===== src/rtl/aogtr_pkg.sv =====
/*
 aogtr_pkg: constants and types for the offset and gain trim register bank.
 assumes: word-addressed register indices, byte address is four times the index.
*/
package aogtr_pkg;
	localparam int NSLOT = 7;
	localparam int IDX_W = 10;
	localparam int SLOT_W = 3;
	localparam int REG_W = 16;
	localparam int OFS_W = 12;
	localparam int GAIN_W = 5;
	localparam int OFS_REG_W = 16;
	localparam int GAIN_REG_W = 8;
	localparam logic [9:0] IDX_A_OFS90 = 10'h34a;
	localparam logic [9:0] IDX_B_OFS_IN1 = 10'h34c;
	localparam logic [9:0] IDX_B_OFS_IN2 = 10'h34e;
	localparam logic [9:0] IDX_A_GAIN0 = 10'h350;
	localparam logic [9:0] IDX_A_GAIN1 = 10'h351;
	localparam logic [9:0] IDX_B_GAIN0 = 10'h352;
	localparam logic [9:0] IDX_B_GAIN1 = 10'h353;
	localparam logic [9:0] IDX_CTRL = 10'h3f0;
	localparam logic [2:0] SLOT_A_OFS90 = 3'h0;
	localparam logic [2:0] SLOT_B_OFS_IN1 = 3'h1;
	localparam logic [2:0] SLOT_B_OFS_IN2 = 3'h2;
	localparam logic [2:0] SLOT_A_GAIN0 = 3'h3;
	localparam logic [2:0] SLOT_A_GAIN1 = 3'h4;
	localparam logic [2:0] SLOT_B_GAIN0 = 3'h5;
	localparam logic [2:0] SLOT_B_GAIN1 = 3'h6;
	localparam logic [2:0] SLOT_LAST = 3'h6;
	localparam logic [15:0] RST_OFS = 16'h0000;
	localparam logic [15:0] RST_GAIN = 16'h0000;
	localparam logic [15:0] MASK_OFS = 16'hffff;
	localparam logic [15:0] MASK_GAIN = 16'h00ff;
	localparam int CTRL_RELOAD_BIT = 0;
	localparam int CTRL_BUSY_BIT = 1;
	localparam int CTRL_DONE_BIT = 2;
	localparam logic [1:0] RESP_OKAY = 2'h0;
	localparam logic [1:0] RESP_SLVERR = 2'h2;
	typedef enum logic [2:0] {
		LD_IDLE = 3'h1,
		LD_REQ = 3'h2,
		LD_WAIT = 3'h4
	} aogtr_ld_state_t;
endpackage


===== src/rtl/aogtr_load_if.sv =====
/*
 aogtr_load_if: carries fuse default words from the loader to the register bank.
 assumes: both ends on sys_clk.
*/
`timescale 1ns/1ps
`default_nettype none
interface aogtr_load_if;
	logic start;
	logic busy;
	logic wr_valid;
	logic [2:0] wr_slot;
	logic [15:0] wr_data;
	modport loader (input start, output busy, output wr_valid, output wr_slot, output wr_data);
	modport regs (output start, input busy, input wr_valid, input wr_slot, input wr_data);
endinterface
`default_nettype wire


===== src/rtl/aogtr_fuse_loader.sv =====
/*
 aogtr_fuse_loader: walks all trim slots and fetches each default word from fuse storage.
 assumes: fuse storage answers each read with fuse_rvalid on sys_clk, any latency of one cycle or more after fuse_rd_en.
*/
`timescale 1ns/1ps
`default_nettype none
module aogtr_fuse_loader (
	input wire logic sys_clk,
	input wire logic srst,
	aogtr_load_if.loader ld,
	output logic fuse_rd_en,
	output logic [2:0] fuse_addr,
	input wire logic [15:0] fuse_rdata,
	input wire logic fuse_rvalid
);
	aogtr_pkg::aogtr_ld_state_t state_r;
	logic [2:0] slot_r;
	logic wr_valid_r;
	logic [2:0] wr_slot_r;
	logic [15:0] wr_data_r;
	wire got = (state_r == aogtr_pkg::LD_WAIT) && fuse_rvalid;
	wire last = (slot_r == aogtr_pkg::SLOT_LAST);

	always_ff @(posedge sys_clk)
	begin
		if (srst)
		begin
			state_r <= aogtr_pkg::LD_IDLE;
			slot_r <= 3'h0;
		end
		else
		begin
			unique case (state_r)
				aogtr_pkg::LD_IDLE:
				begin
					if (ld.start)
					begin
						slot_r <= 3'h0;
						state_r <= aogtr_pkg::LD_REQ;
					end
				end
				aogtr_pkg::LD_REQ:
					state_r <= aogtr_pkg::LD_WAIT;
				aogtr_pkg::LD_WAIT:
				begin
					if (fuse_rvalid)
					begin
						slot_r <= last ? 3'h0 : slot_r + 3'h1;
						state_r <= last ? aogtr_pkg::LD_IDLE : aogtr_pkg::LD_REQ;
					end
				end
				default:
					state_r <= aogtr_pkg::LD_IDLE;
			endcase
		end
	end

	always_ff @(posedge sys_clk)
	begin
		if (srst)
		begin
			wr_valid_r <= 1'b0;
			wr_slot_r <= 3'h0;
			wr_data_r <= 16'h0000;
		end
		else
		begin
			wr_valid_r <= got;
			wr_slot_r <= slot_r;
			wr_data_r <= fuse_rdata;
		end
	end

	assign fuse_rd_en = (state_r == aogtr_pkg::LD_REQ);
	assign fuse_addr = slot_r;
	assign ld.wr_valid = wr_valid_r;
	assign ld.wr_slot = wr_slot_r;
	assign ld.wr_data = wr_data_r;
	// busy covers the last write so no bus write can slip in before it lands
	assign ld.busy = (state_r != aogtr_pkg::LD_IDLE) || wr_valid_r;
endmodule
`default_nettype wire


===== src/rtl/aogtr_regs.sv =====
/*
 aogtr_regs: AXI4-Lite bank of converter offset and dual-mode gain trims,
 with fuse default loading and registered trim outputs to the converter cores.
 assumes: converter mode inputs are on sys_clk; fuse storage per aogtr_fuse_loader.
*/
`timescale 1ns/1ps
`default_nettype none
module aogtr_regs (
	input wire logic sys_clk,
	input wire logic srst,
	input wire logic [31:0] s_axi_awaddr,
	input wire logic [2:0] s_axi_awprot,
	input wire logic s_axi_awvalid,
	output logic s_axi_awready,
	input wire logic [31:0] s_axi_wdata,
	input wire logic [3:0] s_axi_wstrb,
	input wire logic s_axi_wvalid,
	output logic s_axi_wready,
	output logic [1:0] s_axi_bresp,
	output logic s_axi_bvalid,
	input wire logic s_axi_bready,
	input wire logic [31:0] s_axi_araddr,
	input wire logic [2:0] s_axi_arprot,
	input wire logic s_axi_arvalid,
	output logic s_axi_arready,
	output logic [31:0] s_axi_rdata,
	output logic [1:0] s_axi_rresp,
	output logic s_axi_rvalid,
	input wire logic s_axi_rready,
	output logic fuse_rd_en,
	output logic [2:0] fuse_addr,
	input wire logic [15:0] fuse_rdata,
	input wire logic fuse_rvalid,
	input wire logic fg_cal_en,
	input wire logic single_channel_mode,
	input wire logic first_core_input_sel,
	input wire logic first_core_phase90,
	input wire logic second_core_input_sel,
	output logic [11:0] first_core_second_input_offset_phase90,
	output logic first_core_offset_phase90_apply,
	output logic [11:0] second_core_offset,
	output logic second_core_offset_apply,
	output logic [4:0] first_core_bank0_gain_trim,
	output logic [4:0] first_core_bank1_gain_trim,
	output logic [4:0] second_core_bank0_gain_trim,
	output logic [4:0] second_core_bank1_gain_trim,
	output logic dual_gain_apply
);
	logic [15:0] trim_r [aogtr_pkg::NSLOT];
	logic aw_have_r;
	logic [9:0] aw_idx_r;
	logic w_have_r;
	logic [15:0] w_data_r;
	logic [1:0] w_strb_r;
	logic bvalid_r;
	logic [1:0] bresp_r;
	logic rvalid_r;
	logic [1:0] rresp_r;
	logic [31:0] rdata_r;
	logic load_pend_r;
	logic done_r;
	logic [11:0] a_ofs90_r;
	logic a_ofs90_apply_r;
	logic [11:0] b_ofs_r;
	logic b_ofs_apply_r;
	logic [4:0] gain_r [4];
	logic gain_apply_r;

	aogtr_load_if ld ();

	aogtr_fuse_loader u_loader (
		.sys_clk(sys_clk),
		.srst(srst),
		.ld(ld.loader),
		.fuse_rd_en(fuse_rd_en),
		.fuse_addr(fuse_addr),
		.fuse_rdata(fuse_rdata),
		.fuse_rvalid(fuse_rvalid)
	);

	// index to slot; bit 3 set means the index is not a trim register
	function automatic logic [3:0] slot_of(input logic [9:0] idx);
		unique case (idx)
			aogtr_pkg::IDX_A_OFS90: slot_of = {1'b0, aogtr_pkg::SLOT_A_OFS90};
			aogtr_pkg::IDX_B_OFS_IN1: slot_of = {1'b0, aogtr_pkg::SLOT_B_OFS_IN1};
			aogtr_pkg::IDX_B_OFS_IN2: slot_of = {1'b0, aogtr_pkg::SLOT_B_OFS_IN2};
			aogtr_pkg::IDX_A_GAIN0: slot_of = {1'b0, aogtr_pkg::SLOT_A_GAIN0};
			aogtr_pkg::IDX_A_GAIN1: slot_of = {1'b0, aogtr_pkg::SLOT_A_GAIN1};
			aogtr_pkg::IDX_B_GAIN0: slot_of = {1'b0, aogtr_pkg::SLOT_B_GAIN0};
			aogtr_pkg::IDX_B_GAIN1: slot_of = {1'b0, aogtr_pkg::SLOT_B_GAIN1};
			default: slot_of = 4'h8;
		endcase
	endfunction

	// offset slots keep 16 bits, gain slots 8; reserved bits stay storable
	function automatic logic [15:0] mask_of(input logic [2:0] slot);
		mask_of = (slot <= aogtr_pkg::SLOT_B_OFS_IN2) ? aogtr_pkg::MASK_OFS
			: aogtr_pkg::MASK_GAIN;
	endfunction

	// write path
	wire wr_blocked = load_pend_r || ld.busy;
	wire aw_take = s_axi_awvalid && s_axi_awready;
	wire w_take = s_axi_wvalid && s_axi_wready;
	wire wr_fire = aw_have_r && w_have_r && !bvalid_r;
	wire [3:0] wr_slot_hit = slot_of(aw_idx_r);
	wire wr_is_trim = !wr_slot_hit[3];
	wire wr_is_ctrl = (aw_idx_r == aogtr_pkg::IDX_CTRL);
	wire [15:0] wr_lane = {{8{w_strb_r[1]}}, {8{w_strb_r[0]}}};
	wire [15:0] wr_mask = wr_lane & mask_of(wr_slot_hit[2:0]);
	wire reload_req = wr_fire && wr_is_ctrl && w_strb_r[0]
		&& w_data_r[aogtr_pkg::CTRL_RELOAD_BIT];

	assign s_axi_awready = !aw_have_r && !bvalid_r && !wr_blocked;
	assign s_axi_wready = !w_have_r && !bvalid_r && !wr_blocked;
	assign ld.start = load_pend_r;

	always_ff @(posedge sys_clk)
	begin
		if (srst)
		begin
			aw_have_r <= 1'b0;
			aw_idx_r <= 10'h000;
			w_have_r <= 1'b0;
			w_data_r <= 16'h0000;
			w_strb_r <= 2'h0;
		end
		else
		begin
			if (aw_take)
			begin
				aw_have_r <= 1'b1;
				aw_idx_r <= s_axi_awaddr[11:2];
			end
			else if (wr_fire)
				aw_have_r <= 1'b0;
			if (w_take)
			begin
				w_have_r <= 1'b1;
				w_data_r <= s_axi_wdata[15:0];
				w_strb_r <= s_axi_wstrb[1:0];
			end
			else if (wr_fire)
				w_have_r <= 1'b0;
		end
	end

	always_ff @(posedge sys_clk)
	begin
		if (srst)
		begin
			bvalid_r <= 1'b0;
			bresp_r <= aogtr_pkg::RESP_OKAY;
		end
		else if (wr_fire)
		begin
			bvalid_r <= 1'b1;
			bresp_r <= (wr_is_trim || wr_is_ctrl) ? aogtr_pkg::RESP_OKAY
				: aogtr_pkg::RESP_SLVERR;
		end
		else if (s_axi_bready)
			bvalid_r <= 1'b0;
	end

	assign s_axi_bvalid = bvalid_r;
	assign s_axi_bresp = bresp_r;

	// fuse load runs once after reset and again on each reload request
	always_ff @(posedge sys_clk)
	begin
		if (srst)
		begin
			load_pend_r <= 1'b1;
			done_r <= 1'b0;
		end
		else
		begin
			if (reload_req)
				load_pend_r <= 1'b1;
			else if (ld.busy)
				load_pend_r <= 1'b0;
			if (ld.wr_valid && ld.wr_slot == aogtr_pkg::SLOT_LAST)
				done_r <= 1'b1;
			else if (load_pend_r)
				done_r <= 1'b0;
		end
	end

	// trim storage; bus writes cannot meet loader writes since bus is held off
	genvar gs;
	generate
		for (gs = 0; gs < aogtr_pkg::NSLOT; gs++)
		begin : g_slot
			wire fuse_hit = ld.wr_valid && ld.wr_slot == 3'(gs);
			wire bus_hit = wr_fire && wr_is_trim && wr_slot_hit[2:0] == 3'(gs);
			wire [15:0] msk = mask_of(3'(gs));
			always_ff @(posedge sys_clk)
			begin
				if (srst)
					trim_r[gs] <= (gs <= 2) ? aogtr_pkg::RST_OFS : aogtr_pkg::RST_GAIN;
				else if (fuse_hit)
					trim_r[gs] <= ld.wr_data & msk;
				else if (bus_hit)
					trim_r[gs] <= (trim_r[gs] & ~wr_mask) | (w_data_r & wr_mask);
			end
		end
	endgenerate

	// read path
	wire ar_take = s_axi_arvalid && s_axi_arready;
	wire [9:0] rd_idx = s_axi_araddr[11:2];
	wire [3:0] rd_slot_hit = slot_of(rd_idx);
	wire rd_is_ctrl = (rd_idx == aogtr_pkg::IDX_CTRL);
	wire [31:0] rd_trim = {16'h0000, trim_r[rd_slot_hit[2:0]]};
	wire [31:0] rd_ctrl = {29'h0, done_r, ld.busy || load_pend_r, 1'b0};

	assign s_axi_arready = !rvalid_r;

	always_ff @(posedge sys_clk)
	begin
		if (srst)
		begin
			rvalid_r <= 1'b0;
			rresp_r <= aogtr_pkg::RESP_OKAY;
			rdata_r <= 32'h0000_0000;
		end
		else if (ar_take)
		begin
			rvalid_r <= 1'b1;
			rresp_r <= (!rd_slot_hit[3] || rd_is_ctrl) ? aogtr_pkg::RESP_OKAY
				: aogtr_pkg::RESP_SLVERR;
			rdata_r <= !rd_slot_hit[3] ? rd_trim : (rd_is_ctrl ? rd_ctrl : 32'h0000_0000);
		end
		else if (s_axi_rready)
			rvalid_r <= 1'b0;
	end

	assign s_axi_rvalid = rvalid_r;
	assign s_axi_rresp = rresp_r;
	assign s_axi_rdata = rdata_r;

	// trim selection toward the converter cores
	wire a_ofs90_cond = fg_cal_en && single_channel_mode && first_core_input_sel
		&& first_core_phase90;
	// channel mode deliberately not a term here
	wire [11:0] b_ofs_sel = second_core_input_sel
		? trim_r[aogtr_pkg::SLOT_B_OFS_IN2][11:0]
		: trim_r[aogtr_pkg::SLOT_B_OFS_IN1][11:0];
	wire gain_cond = fg_cal_en && !single_channel_mode;

	always_ff @(posedge sys_clk)
	begin
		if (srst)
		begin
			a_ofs90_r <= 12'h000;
			a_ofs90_apply_r <= 1'b0;
			b_ofs_r <= 12'h000;
			b_ofs_apply_r <= 1'b0;
			gain_apply_r <= 1'b0;
		end
		else
		begin
			a_ofs90_r <= trim_r[aogtr_pkg::SLOT_A_OFS90][11:0];
			a_ofs90_apply_r <= a_ofs90_cond;
			b_ofs_r <= b_ofs_sel;
			b_ofs_apply_r <= fg_cal_en;
			gain_apply_r <= gain_cond;
		end
	end

	// gain trims: only the low five bits reach the cores
	genvar gg;
	generate
		for (gg = 0; gg < 4; gg++)
		begin : g_gain
			always_ff @(posedge sys_clk)
			begin
				if (srst)
					gain_r[gg] <= 5'h00;
				else
					gain_r[gg] <= trim_r[3 + gg][4:0];
			end
		end
	endgenerate

	assign first_core_second_input_offset_phase90 = a_ofs90_r;
	assign first_core_offset_phase90_apply = a_ofs90_apply_r;
	assign second_core_offset = b_ofs_r;
	assign second_core_offset_apply = b_ofs_apply_r;
	assign first_core_bank0_gain_trim = gain_r[0];
	assign first_core_bank1_gain_trim = gain_r[1];
	assign second_core_bank0_gain_trim = gain_r[2];
	assign second_core_bank1_gain_trim = gain_r[3];
	assign dual_gain_apply = gain_apply_r;

	// awprot and arprot carry no meaning for this bank
	wire unused_ok = &{1'b0, s_axi_awprot, s_axi_arprot, s_axi_awaddr[31:12],
		s_axi_awaddr[1:0], s_axi_araddr[31:12], s_axi_araddr[1:0],
		s_axi_wdata[31:16], s_axi_wstrb[3:2]};
endmodule
`default_nettype wire


===== config.mk =====
export PLATFORM = sky130hd
export DESIGN_NAME = aogtr_regs
export DESIGN_NICKNAME = d
export VERILOG_FILES = /design/src/rtl/aogtr_pkg.sv /design/src/rtl/aogtr_load_if.sv /design/src/rtl/aogtr_fuse_loader.sv /design/src/rtl/aogtr_regs.sv
export SDC_FILE = /design/constraint.sdc
export NUM_CORES = 1
export LEC_CHECK = 0
export ABC_CLOCK_PERIOD_IN_PS = 3500
export BUFFER_PORTS_ARGS = -buffer_cell sky130_fd_sc_hd__buf_2
export CAP_MARGIN = 20
export CELL_PAD_IN_SITES_DETAIL_PLACEMENT = 0
export CELL_PAD_IN_SITES_GLOBAL_PLACEMENT = 1
export CORE_MARGIN = 2
export CORE_UTILIZATION = 42
export DETAILED_ROUTE_END_ITERATION = 8
export PLACE_DENSITY_LB_ADDON = 0.25
export RECOVER_POWER = 50
export SLEW_MARGIN = 20
export SYNTH_ARGS = -nofsm -noshare
export SYNTH_HDL_FRONTEND = slang
export SYNTH_SLANG_ARGS = --single-unit

===== constraint.sdc =====
create_clock -name sys_clk -period 3.5 [get_ports sys_clk]
set_clock_uncertainty 0.2 [all_clocks]
set_input_delay 0.175 -clock sys_clk [delete_from_list [all_inputs] [get_ports sys_clk]]
set_output_delay 0.175 -clock sys_clk [all_outputs]
set_load 0.01 [all_outputs]

==> impl_metrics.yaml <==
clocking:
  clock_latency_ns: 0.53
  numClockSinks: 237
  ctsLongestPathBuffers: 3
  cts_resized: 0
  cts-hold-fix-buffers: 80
  cts_setup_buffers: 0
  cts-root-buf: "sky130_fd_sc_hd__clkbuf_16"
  cts_tree: "yes"
  clkTransAtPathRegs_ns: 0.05
  h-tree-depth: 1
  cts_buffers: 26
power:
  clkPwrFrac: 0.423
  power.density_nw_per_um2: 510
  total_leakage_power_nw: 4.85
  p_sw_frac: 0.241
  worst_ir_drop_vdd_uv: 292
  share_comb_of_total_power: 0.101
  seq_power_share: 0.476
  cellInternalPower_mw: 5.08
  sw_pwr_mw: 1.62
synth:
  synth_edf_count: 112
  syn-mean-instance-area_um2: 9.78
  synthesis.instances: 1078
  count_of_unique_library_cells_instantiated_by_yosys: 59
  postSynth.topFlopCell: "sky130_fd_sc_hd__dfxtp_1"
  ys.warnings.count: 0
  synthArstFlopShare: 0
  yosysSeqAreaShare: 0.556
  yosys_register_bits: 237
  netlist_area_um2: 10500
critical_path:
  r2r.worst_path.cells: 6
  worst-endpoint-arrival_ns: 3.34
  crit_slowest_cell: "sky130_fd_sc_hd__or3b_2"
  timing.critical_path.max_delay_family: "buffers and inverters"
  kind_of_start_point_of_the_critical_path: "primary input"
  timing.critical_path.slowest_cell_delay_ns: 0.73
  worstPathBufferInverterCount: 4
  worstReg2RegStart: "aw_idx_r[2]"
  timing.setup.critical_path_class: "primary input to flip-flop"
  critical_path.most_common_cell: "sky130_fd_sc_hd__dlygate4sd3_1"
  timing.critical_path.cells: "dlygate4sd3_1 -> buf_2 -> or3b_2 -> nor4_1 -> dlygate4sd3_1 -> nor3_1 -> dlygate4sd3_1"
  critPathRequiredTime_ns: 3.71
  r2r_setup_slack_ns: 0.45
  critical_path.max_fanout: 29
  timing.critical_path.to_type: "flip-flop"
timing:
  slew_viol_final: 0
  tightestPinTransition_ns: 1.10
  setup-tns-final_ns: 0
  timing.max_slew.rel_slack: 0.270
  setup_viol: 0
  final.period_utilization: 0.895
  fin_worst_hold_slack_ns: 0.0418
  final_hold_viol_count: 0
  setup_repair_after_global_routing_missed_its_margin: "false"
  final_critical_path_setup_slack_ns: 0.369
  max_freq_ghz: 0.319
  fin_crit_ns: 3.13
floorplan:
  boundaryPins: 227
  fp.dieW_um: 162
  die_footprint_um2: 26400
  number_of_rows_in_the_core_area: 57
  initial_core_util: 0.431
  core_area_um2: 24500
  chipHeight_um: 162
outcome:
  outcome: "finished clean"
detailed_routing:
  drc: 0
  drtIter0Drc: 755
  detail_route.first_pass.iterations: 5
  viasPerCell: 5.30
  detail_route.wirelength_mm: 28.4
  via_count: 8679
  wl_per_cell_um: 17.3
  drtAntennaViolNets: 0
final_layout:
  flow.area_growth_from_synthesis_pct: 24.5
  finish.net_count: 1427
  layout_common_cells: "sky130_fd_sc_hd__nand2_1 (203), sky130_fd_sc_hd__dfxtp_1 (125), sky130_fd_sc_hd__o21ai_0 (119)"
  post_route_cells_drive_above_1_share: 0.119
  final_common_cell: "sky130_fd_sc_hd__nand2_1"
  final_cell_area_um2: 13100
placement:
  gp_congestion: 0.867
  place.detailed.hpwl_mm: 20.0
  detailedPlace.worstSlack_ns: 0.564
  post_dp_cell_area_um2: 11600
  placement.io_buffers: 140
global_routing:
  first_global_vias: 7984
  gr-usage-all-layers: 0.211
  grt_first_pass_wirelength_mm: 44.4
  grt_max_degree: 89
  antenna_violations_before_repair: 1
  grt_overflow: 0
job:
  timing.max_cap.violations: 0
min_path:
  hold_startpoint: "s_axi_araddr[5]"
  min_to: "s_axi_rdata[2]"
  hold-path-cell-count: 5
  holdCritPathClass: "primary input to flip-flop"
==> how the worst max path moves through the flow <==
stage | from | end | slack (ns) | cells past startpoint
after CTS | s_axi_araddr[6] | s_axi_rresp[1] | 0.39 | 7
after global routing | s_axi_araddr[6] | s_axi_rdata[9] | 0.12 | 8
final | s_axi_araddr[6] | s_axi_rresp[1] | 0.37 | 7
after global placement | aw_idx_r[2] | trim_r[4][10] | 0.62 | 6
after floorplan | aw_idx_r[2] | flip-flop | 0.64 | 7
after detailed placement | aw_idx_r[4] | trim_r[4][13] | 0.56 | 6
==> cell families after synthesis <==
kind of cell	after synthesis	synth area share
AOI/OAI and AO/OA	301	0.178
buffers and inverters	93	0.0420
DFF	237	0.556
muxes	45	0.0431
other	1	0.000356
and+or+nand+nor	401	0.180
==> synth_stat cells, types with 2 or more instances <==
master,count,area (um^2)
sky130_fd_sc_hd__nand2_1,203,762
sky130_fd_sc_hd__dfxtp_1,125,2500
sky130_fd_sc_hd__o21ai_0,120,601
sky130_fd_sc_hd__edfxtp_1,112,3360
sky130_fd_sc_hd__a21oi_1,76,380
sky130_fd_sc_hd__clkbuf_1,55,206
sky130_fd_sc_hd__nor2b_1,52,325
sky130_fd_sc_hd__nor2_1,50,188
sky130_fd_sc_hd__mux2i_1,42,420
sky130_fd_sc_hd__o22a_1,21,184
sky130_fd_sc_hd__buf_4,18,135
sky130_fd_sc_hd__a22oi_1,17,128
sky130_fd_sc_hd__nand3_1,17,85.1
sky130_fd_sc_hd__nor3_1,17,85.1
sky130_fd_sc_hd__a32oi_1,14,123
sky130_fd_sc_hd__o32ai_1,13,114
sky130_fd_sc_hd__or3_1,11,68.8
sky130_fd_sc_hd__buf_2,9,45.0
sky130_fd_sc_hd__nand2b_1,9,56.3
sky130_fd_sc_hd__nand3b_1,9,67.6
sky130_fd_sc_hd__a21oi_2,8,70.1
sky130_fd_sc_hd__inv_1,7,26.3
sky130_fd_sc_hd__o21ai_1,5,25.0
sky130_fd_sc_hd__o22ai_1,5,31.3
sky130_fd_sc_hd__nand4b_1,4,35.0
sky130_fd_sc_hd__nor3b_1,4,30.0
sky130_fd_sc_hd__o21a_1,4,30.0
sky130_fd_sc_hd__and2_1,3,18.8
sky130_fd_sc_hd__mux2_2,3,33.8
sky130_fd_sc_hd__nand4_1,3,18.8
sky130_fd_sc_hd__or2_2,3,18.8
sky130_fd_sc_hd__a2111oi_4,2,55.1
sky130_fd_sc_hd__a211oi_1,2,15.0
sky130_fd_sc_hd__a21o_1,2,15.0
sky130_fd_sc_hd__buf_1,2,7.51
sky130_fd_sc_hd__buf_6,2,22.5
sky130_fd_sc_hd__nand3_2,2,20.0
sky130_fd_sc_hd__nor4_1,2,12.5
sky130_fd_sc_hd__o21ai_2,2,17.5
sky130_fd_sc_hd__o221ai_1,2,17.5
sky130_fd_sc_hd__o31ai_1,2,15.0
sky130_fd_sc_hd__or3b_2,2,17.5
==> per-layer routing <==
layer	vias up	share of wire	global-route usage
li1	4266	-	-
met1	4079	0.49	0.326
met2	312	0.43	0.322
met3	22	0.065	0.0209
met4	0	0.012	0.0410
met5	-	0	0
==> final cells by class <==
class / count / area, um^2
multi-input combinational: 765 / 4280
tap: 324 / 405
inverter: 7 / 26.3
timing repair buffer: 255 / 1650
clock buffer: 36 / 731
sequential: 237 / 5870
fill: 2306 / 11300
antenna: 1 / 2.50
clock inverter: 12 / 161
==> power groups by stage <==
| stage | Combinational [mW] | Sequential, mW | Clock (mW) |
|---|---|---|---|
| final | 0.676 | 3.19 | 2.84 |
| after global routing | 0.752 | 3.21 | 3.01 |
| after CTS | 0.691 | 3.19 | 2.89 |
| after detailed placement | 0.610 | 3.24 | 0 |
| after global placement | 0.607 | 3.24 | 0 |
| after floorplan | 0.436 | 3.19 | 0 |
==> worst register-to-register path, cell delays in order, from the launching register on <==
cell	delay [ns]
sky130_fd_sc_hd__dfxtp_1	0.34
sky130_fd_sc_hd__or3b_1	0.48
sky130_fd_sc_hd__or4_1	0.61
sky130_fd_sc_hd__nor3_4	0.27
sky130_fd_sc_hd__nand3_1	0.12
sky130_fd_sc_hd__clkbuf_1	0.34
sky130_fd_sc_hd__o21a_1	0.40
==> through the flow <==
stage	std cells	util	total power [mW]
floorplan	1095	-	3.63
global placement	1508	0.473	3.85
detailed placement	1508	0.473	3.85
CTS	1636	0.542	6.76
global route	1636	0.537	6.97
finish	1637	0.537	6.70
(Power assumes the default switching activity.)
